**src/pkg/hctt_pkg.sv**
```systemverilog
// Purpose: shared constants and types for host cycle time-out supervision
// Assumes: 16-bit registers on a plain strobe port
// Notes: offsets are byte addresses
package hctt_pkg;

  // ==========================================================
  // register map
  localparam logic [15:0] ADDR_IRQ_ENABLES = 16'h0a0c;
  localparam logic [15:0] ADDR_TIMEOUT_CTRL = 16'h0a0e;
  localparam logic [15:0] ADDR_IRQ_STATUS = 16'h0a0a;
  localparam logic [15:0] ADDR_GLOBAL_CTRL = 16'h0a02;

  // ==========================================================
  // reset values
  localparam logic [15:0] RST_IRQ_ENABLES = 16'h0000;
  localparam logic [15:0] RST_TIMEOUT_CTRL = 16'h0000;
  localparam logic [15:0] RST_IRQ_STATUS = 16'h0000;
  localparam logic [15:0] RST_GLOBAL_CTRL = 16'h0000;

  // ==========================================================
  // field positions
  localparam int BIT_TIMEOUT = 15;
  localparam int BIT_BLT_WR = 5;
  localparam int BIT_BLT_RD = 4;
  localparam int BIT_LB_WR = 3;
  localparam int BIT_LB_RD = 2;
  localparam int BIT_JF_WR = 1;
  localparam int BIT_RSVD = 0;
  localparam int BIT_IMMEDIATE = 7;
  localparam int TOV_MSB = 4;
  localparam int BIT_HOST_IE = 4;
  localparam logic [15:0] EVENT_MASK = 16'h803e;
  localparam logic [15:0] TOCTRL_MASK = 16'h009f;
  localparam logic [15:0] GLOBAL_MASK = 16'h0010;
  localparam logic [4:0] TOV_ALL_ONES = 5'h1f;

  // ==========================================================
  // timing: count clock is system clock divided by two
  localparam int COUNT_DIV = 2;

  typedef enum logic [2:0] {
    HCTT_JF_WR,
    HCTT_LB_WR,
    HCTT_LB_RD,
    HCTT_BLT_WR,
    HCTT_BLT_RD
  } hctt_target_t;

  typedef struct packed {
    logic req;
    logic wr;
    logic [2:0] target;
  } hctt_access_t;

  typedef struct packed {
    logic [15:0] addr;
    logic [15:0] wdata;
    logic wr;
    logic rd;
  } hctt_reg_req_t;

endpackage

```
**src/hdl/hctt_half_rate_div.sv**
```systemverilog
// Purpose: enable pulse at half the system clock rate
// Assumes: single clock domain
// Notes: pulse high every second cycle
`timescale 1ns/1ps
module hctt_half_rate_div (
  // clock and reset
  input wire logic ref_clk,
  input wire logic sys_rst,
  // enable out
  output logic half_rate_count_clock
);

  logic phase;
  logic next_phase;

  always_comb begin
    next_phase = ~phase;
  end

  always_ff @(posedge ref_clk or posedge sys_rst) begin
    if (sys_rst) begin
      phase <= 1'b0;
      half_rate_count_clock <= 1'b0;
    end else begin
      phase <= next_phase;
      half_rate_count_clock <= next_phase;
    end
  end

endmodule

```
**src/hdl/hctt_stall_timer.sv**
```systemverilog
// Purpose: counts half-rate units of one stalled access
// Assumes: stall is a level that holds while the access waits
// Notes: restarts at each new stall, freezes when the stall ends
`timescale 1ns/1ps
module hctt_stall_timer #(
  parameter int CW = 6
) (
  // clock and reset
  input wire logic ref_clk,
  input wire logic sys_rst,
  // control
  input wire logic stall,
  input wire logic tick,
  input wire logic [4:0] limit,
  // result
  output logic expired
);

  logic [CW-1:0] count;
  logic [CW-1:0] next_count;
  logic stall_d;
  logic next_expired;

  // counter must reach one past the largest limit
  if (CW < 6) begin : g_cw_check
    $error("hctt_stall_timer: CW too small");
  end

  always_comb begin
    next_count = count;
    if (stall && !stall_d) begin
      next_count = '0;
    end else if (stall && tick && !expired) begin
      next_count = count + CW'(1);
    end
    next_expired = stall && (next_count > CW'(limit));
  end

  always_ff @(posedge ref_clk or posedge sys_rst) begin
    if (sys_rst) begin
      count <= '0;
      stall_d <= 1'b0;
      expired <= 1'b0;
    end else begin
      count <= next_count;
      stall_d <= stall;
      expired <= next_expired;
    end
  end

endmodule

```
**src/hdl/hctt_supervisor.sv**
```systemverilog
// Purpose: ends stalled host buffer accesses and raises events
// Assumes: buffer full and empty flags synchronous to ref_clk
// Notes: terminate pulse ends the stalled cycle and drops write data
`timescale 1ns/1ps

module hctt_supervisor (
  // clock and reset
  input wire logic ref_clk,
  input wire logic sys_rst,
  // register port
  input wire logic [15:0] reg_addr,
  input wire logic [15:0] reg_wdata,
  input wire logic reg_wr,
  input wire logic reg_rd,
  output logic [15:0] reg_rdata,
  // host access to buffers
  input wire logic acc_req,
  input wire logic acc_wr,
  input wire logic [2:0] acc_target,
  input wire logic [15:0] acc_wdata,
  // buffer state
  input wire logic jf_full,
  input wire logic lb_full,
  input wire logic lb_empty,
  input wire logic blt_full,
  input wire logic blt_empty,
  // buffer write side
  output logic buf_wr_en,
  output logic [2:0] buf_wr_target,
  output logic [15:0] buf_wr_data,
  // cycle end
  output logic acc_terminate,
  output logic acc_stalled,
  // interrupt
  output logic host_irq
);

  // ==========================================================
  // registers
  logic [15:0] host_cycle_irq_enables;
  logic [15:0] cycle_timeout_control;
  logic [15:0] irq_status;
  logic [15:0] global_ctrl;
  logic [15:0] next_enables;
  logic [15:0] next_toctrl;
  logic [15:0] next_status;
  logic [15:0] next_global;
  logic [15:0] next_rdata;
  hctt_pkg::hctt_reg_req_t rq;

  assign rq = '{addr: reg_addr, wdata: reg_wdata, wr: reg_wr, rd: reg_rd};

  // ==========================================================
  // access supervision
  hctt_pkg::hctt_access_t acc;
  logic stall;
  logic tick;
  logic expired;
  logic immediate;
  logic [4:0] tov;
  logic terminate_now;
  logic term_latched;
  logic next_term_latched;
  logic next_terminate;
  logic next_buf_wr_en;
  logic next_irq;
  logic [15:0] events;

  function automatic logic blocked(input hctt_pkg::hctt_access_t a, input logic jff,
                                   input logic lbf, input logic lbe, input logic bf,
                                   input logic be);
    logic r;
    r = 1'b0;
    if (a.req) begin
      case (hctt_pkg::hctt_target_t'(a.target))
        hctt_pkg::HCTT_JF_WR: r = a.wr && jff;
        hctt_pkg::HCTT_LB_WR: r = a.wr && lbf;
        hctt_pkg::HCTT_LB_RD: r = !a.wr && lbe;
        hctt_pkg::HCTT_BLT_WR: r = a.wr && bf;
        hctt_pkg::HCTT_BLT_RD: r = !a.wr && be;
        default: r = 1'b0;
      endcase
    end
    return r;
  endfunction

  assign acc = '{req: acc_req, wr: acc_wr, target: acc_target};
  // stall holds only until the terminate for this access is issued
  assign stall = blocked(acc, jf_full, lb_full, lb_empty, blt_full, blt_empty)
                 && !term_latched;
  assign immediate = cycle_timeout_control[hctt_pkg::BIT_IMMEDIATE];
  assign tov = cycle_timeout_control[hctt_pkg::TOV_MSB:0];
  assign terminate_now = stall && ((immediate && tov == hctt_pkg::TOV_ALL_ONES)
                         || expired);

  hctt_half_rate_div u_div (
    .ref_clk(ref_clk),
    .sys_rst(sys_rst),
    .half_rate_count_clock(tick)
  );

  hctt_stall_timer #(
    .CW(6)
  ) u_timer (
    .ref_clk(ref_clk),
    .sys_rst(sys_rst),
    .stall(stall),
    .tick(tick),
    .limit(tov),
    .expired(expired)
  );

  always_comb begin
    events = 16'h0000;
    if (terminate_now) begin
      if (expired) begin
        events[hctt_pkg::BIT_TIMEOUT] = 1'b1;
      end
      case (hctt_pkg::hctt_target_t'(acc.target))
        hctt_pkg::HCTT_JF_WR: events[hctt_pkg::BIT_JF_WR] = 1'b1;
        hctt_pkg::HCTT_LB_WR: events[hctt_pkg::BIT_LB_WR] = 1'b1;
        hctt_pkg::HCTT_LB_RD: events[hctt_pkg::BIT_LB_RD] = 1'b1;
        hctt_pkg::HCTT_BLT_WR: events[hctt_pkg::BIT_BLT_WR] = 1'b1;
        hctt_pkg::HCTT_BLT_RD: events[hctt_pkg::BIT_BLT_RD] = 1'b1;
        default: events = events;
      endcase
    end
  end

  // ==========================================================
  // next state
  always_comb begin
    next_enables = host_cycle_irq_enables;
    next_toctrl = cycle_timeout_control;
    next_global = global_ctrl;
    next_status = irq_status;
    next_rdata = 16'h0000;
    if (rq.wr) begin
      if (rq.addr == hctt_pkg::ADDR_IRQ_ENABLES) begin
        next_enables = rq.wdata & hctt_pkg::EVENT_MASK;
      end else if (rq.addr == hctt_pkg::ADDR_TIMEOUT_CTRL) begin
        next_toctrl = rq.wdata & hctt_pkg::TOCTRL_MASK;
      end else if (rq.addr == hctt_pkg::ADDR_GLOBAL_CTRL) begin
        next_global = rq.wdata & hctt_pkg::GLOBAL_MASK;
      end else if (rq.addr == hctt_pkg::ADDR_IRQ_STATUS) begin
        next_status = irq_status & ~(rq.wdata & hctt_pkg::EVENT_MASK);
      end
    end
    next_status = next_status | events;
    if (rq.rd) begin
      if (rq.addr == hctt_pkg::ADDR_IRQ_ENABLES) begin
        next_rdata = host_cycle_irq_enables;
      end else if (rq.addr == hctt_pkg::ADDR_TIMEOUT_CTRL) begin
        next_rdata = cycle_timeout_control;
      end else if (rq.addr == hctt_pkg::ADDR_GLOBAL_CTRL) begin
        next_rdata = global_ctrl;
      end else if (rq.addr == hctt_pkg::ADDR_IRQ_STATUS) begin
        next_rdata = irq_status;
      end
    end
    next_irq = global_ctrl[hctt_pkg::BIT_HOST_IE] &&
               |(next_status & host_cycle_irq_enables);
    next_terminate = terminate_now;
    next_term_latched = term_latched;
    if (terminate_now) begin
      next_term_latched = 1'b1;
    end else if (!acc_req) begin
      next_term_latched = 1'b0;
    end
    // write passes only when accepted, never when terminated
    next_buf_wr_en = acc_req && acc_wr && !stall && !term_latched
                     && !blocked(acc, jf_full, lb_full, lb_empty, blt_full, blt_empty)
                     && !buf_wr_en;
  end

  // ==========================================================
  // registers update
  always_ff @(posedge ref_clk or posedge sys_rst) begin
    if (sys_rst) begin
      host_cycle_irq_enables <= hctt_pkg::RST_IRQ_ENABLES;
      cycle_timeout_control <= hctt_pkg::RST_TIMEOUT_CTRL;
      global_ctrl <= hctt_pkg::RST_GLOBAL_CTRL;
      irq_status <= hctt_pkg::RST_IRQ_STATUS;
      reg_rdata <= 16'h0000;
      host_irq <= 1'b0;
      acc_terminate <= 1'b0;
      acc_stalled <= 1'b0;
      term_latched <= 1'b0;
      buf_wr_en <= 1'b0;
      buf_wr_target <= 3'h0;
      buf_wr_data <= 16'h0000;
    end else begin
      host_cycle_irq_enables <= next_enables;
      cycle_timeout_control <= next_toctrl;
      global_ctrl <= next_global;
      irq_status <= next_status;
      reg_rdata <= next_rdata;
      host_irq <= next_irq;
      acc_terminate <= next_terminate;
      acc_stalled <= stall;
      term_latched <= next_term_latched;
      buf_wr_en <= next_buf_wr_en;
      buf_wr_target <= acc_target;
      buf_wr_data <= acc_wdata;
    end
  end

endmodule

```
**config.mk**
```make
export PLATFORM = sky130hd
export DESIGN_NAME = hctt_supervisor
export DESIGN_NICKNAME = d
export VERILOG_FILES = /design/src/pkg/hctt_pkg.sv /design/src/hdl/hctt_half_rate_div.sv /design/src/hdl/hctt_stall_timer.sv /design/src/hdl/hctt_supervisor.sv
export SDC_FILE = /design/constraint.sdc
export NUM_CORES = 1
export LEC_CHECK = 0
export BUFFER_PORTS_ARGS = -buffer_cell sky130_fd_sc_hd__buf_4
export CORE_ASPECT_RATIO = 1.75
export CORE_MARGIN = 3
export CORE_UTILIZATION = 44
export CTS_CLUSTER_SIZE = 8
export DETAILED_ROUTE_END_ITERATION = 6
export GPL_ROUTABILITY_DRIVEN = 0
export PLACE_DENSITY_LB_ADDON = 0.1
export SYNTH_ARGS = -nofsm -noshare
export SYNTH_HDL_FRONTEND = slang
export SYNTH_HIERARCHICAL = 1
export SYNTH_SLANG_ARGS = --single-unit
```
**constraint.sdc**
```tcl
create_clock -name ref_clk -period 2.2 [get_ports ref_clk]
set_input_delay 0.11 -clock ref_clk [delete_from_list [all_inputs] [get_ports ref_clk]]
set_output_delay 0.11 -clock ref_clk [all_outputs]
set_load 0.01 [all_outputs]
```
==> metrics.txt <==
Vert. Die Dim=roughly 110 um; pwr dens=around 660 nW/um2; Clock Tree Root=clkbuf_8; Mapped Area=between 2000 and 3000 um2; layout cells sized above 1=0.3740; First-pass DRT Iterations=4; prevailing post-synth register cell=dfrtp_1; Tightest Hold Check Type=input port to flip-flop; R2R depth=11; Worst R2R Start=term_latched; Final Hold Vio Count=0; Die W=65.90 um; Met2 Routed Length=between 3000 and 4000 um; synthesized flop and latch total=60; Least-Margin Pin Slew=slightly above 0.5 ns; 1st-iter DRT viols=81; global-route wire length before repair=between 10000 and 15000 um; Crit path largest cell delay=0.39 ns; Final period util=1.017; Crit path arrival time=2.47 ns; P_leak=between 1.5 and 2 nW; critical path launch point type=flip-flop; Worst Path Max Fanout=5; CTS tree=built; syn_area_per_cell=around 12 um2; total power=2.659 mW; WL per Instance=15.04 um; IO Count=101; H-tree depth=3; clock slew at reported path FFs=around 0.07 ns; slew margin rel.=0.6621; Setup CP Type=flip-flop to flip-flop; post-route ant nets=0; number of flops mapped to enable cells by yosys=0; initial core utilization=0.4626; skew final=0.006094 ns; Crit-path slowest cell=dfrtp_1; most frequent cells in the layout=buf_4, dfrtp_1, dlygate4sd3_1; crit path cell chain=nand2b_4 -> nor2_4 -> and3b_2 -> nand2_1 -> xor2_1 -> nor2_1 -> ha_1 -> o21ai_1 -> a21oi_1 -> o31a_1 -> o21a_1; synthesis-to-finish area growth=45.74%; fraction of registers with async set/reset=1.000; DR vias=roughly 2300; fmax=around 450 MHz; Crit. End Element=flip-flop; worst-case clock buffer depth=2; GRT Total Usage=0.2002; Final min period=approximately 2.2 ns; post-layout util=0.6742; hold worst-path end=cycle_timeout_control[2]; post-synthesis sequential area ratio=0.5435; Worst IR Drop VDD=0.4429 mV; failing checks=setup timing; DIE AREA=7303 um2; Port Buffers=84; CP top delay family=simple AND/OR/NAND/NOR gates; max layer used=met4; Unique masters post-synth=between 50 and 60; Hold Path Stages=2; DP HPWL=4981 um; pin count of the biggest net entering global routing=26; Final Max Tran Viols=0; CTS buffer count=9; flop2flop setup slack=-0.04 ns; commonest non-fill, non-tap cell in the layout=buf_4; Worst EP required=about 2.4 ns; antenna violations before repair=0; Syn. warnings=6; detailed-route wire length=6722 um; row cnt=37; Overflow after GRT=0; Buf/Inv on CP=0; core area=about 6000 um2; Gate Count Post-Synth=~240; vias in the first global route=approximately 2300; RSZ-0062 raised after global routing=yes; Sink Count=60; Via density=approximately 5.0; final setup fails=1; Worst R2R End=u_timer/expired; Clock Latency Late Sink=between 0.3 and 0.4 ns; run status=complete, but fails checks; diodes inserted=0; Fill cells=471; # nets final=around 430; Post-Route M1 WL=about 2400 um; setup ws final=-0.03776 ns; Post-route DRC=0; Min-Delay Startpoint=reg_wdata[2]; Max Cap Viol=0; routed wl met3=~330 um
state kept, by name (all words and copies together), names as in the netlist, 3 cells and up:
name and flops:
buf_wr_data 16, reg_rdata 8, cycle_timeout_control 6, host_cycle_irq_enables 6
irq_status 6, u_timer/count 6, buf_wr_target 3
routing by layer:
layer  GRT usage  up-vias
met3     0.05680       16
li1            -     1074
met4     0.09972        0
met1      0.2077     1089
met5           0        -
met2      0.3532       77
metrics by stage:
| stage | setup WS, ns | TNS (ns) | hold WS (ns) | cells | cell area, um2 |
|---|---|---|---|---|---|
| detailed placement | -0.2034 | -0.2034 | -0.02693 | 404 | 3530 |
| floorplan | -0.1970 | -0.1970 | -0.1613 | 244 | 2818 |
| global route | -0.1333 | -0.1333 | 0.01514 | 447 | 4026 |
| CTS | 0.004276 | 0 | 0.002137 | 446 | 4015 |
| finish | -0.03776 | -0.03776 | 0.02049 | 447 | 4026 |
| global placement | -0.1790 | -0.1790 | -0.02736 | 404 | 3530 |
worst max path at each step:
stage,cells after the start,endpoint,from,slack (ns)
global route,11,u_timer/expired,term_latched,-0.13
floorplan,15,u_timer/expired,acc_target[1],-0.20
detailed placement,14,u_timer/expired,acc_target[1],-0.20
global placement,13,u_timer/expired,acc_target[1],-0.18
finish,11,u_timer/expired,term_latched,-0.04
CTS,11,u_timer/expired,term_latched,0.004
kinds of logic (layout without fill, tap and decap cells):
kind of cell             after synthesis  in the layout  share of synthesized area
AND/OR/NAND/NOR                       76             76                     0.1852
flip-flops                            60             60                     0.5435
AO/OA/AOI/OAI                         36             36                    0.09330
buffers and inverters                 36            161                    0.06612
multiplexers                          18             18                    0.07065
adder cells (fa/ha/maj)                6              6                    0.02717
XOR/XNOR                               4              4                    0.01268
other                                  1              8                   0.001357
where the power goes:
group / internal [mW] / total (mW) / switching (mW)
combinational: 0.225 / 0.409 / 0.184
sequential: 1.15 / 1.19 / 0.0356
clock: 0.637 / 1.06 / 0.426
synth_stat cells (2+ instances only):
cell      count  area (um2)
nand2b_1      2       12.51
nor2_1       16       60.06
clkbuf_1      2       7.510
inv_1        21       78.83
nand3b_1      3       22.52
nor2b_1       7       43.79
nand4_1       6       37.54
nor3_1        2       10.01
and2_1        2       12.51
a21oi_1       3       15.01
o21ai_0      10       50.05
nand3_1       4       20.02
o22a_1        2       17.52
dfrtp_1      60        1501
and4_1        5       43.79
and3_1        2       12.51
nor4_1        3       18.77
xnor2_1       2       17.52
mux2_2        8       90.09
mux2_1        4       45.04
xor2_1        2       17.52
ha_1          6       75.07
o21a_1        2       15.01
buf_4        10       75.07
a22oi_1       6       45.04
mux2i_1       6       60.06
o211a_1       2       20.02
nand2_1       9       33.78
layout make-up:
type	instances	area, um2	share of cell area
clock inverter	6	88.84	0.02206
clock buffer	10	127.6	0.03170
timing repair buffer	124	993.5	0.2467
multi-input combinational	148	1139	0.2828
sequential	60	1501	0.3729
inverter	21	78.83	0.01958
tap	78	97.59	0.02424
what timing repair did:
action	CTS	global route
pin swaps	3	5
hold buffers	25	0
endpoints found under the setup margin	1	1
resized for setup	3	1
setup buffers	1	1
hold endpoints to repair	56	0
Note: power is estimated with default switching activity, not from simulation.
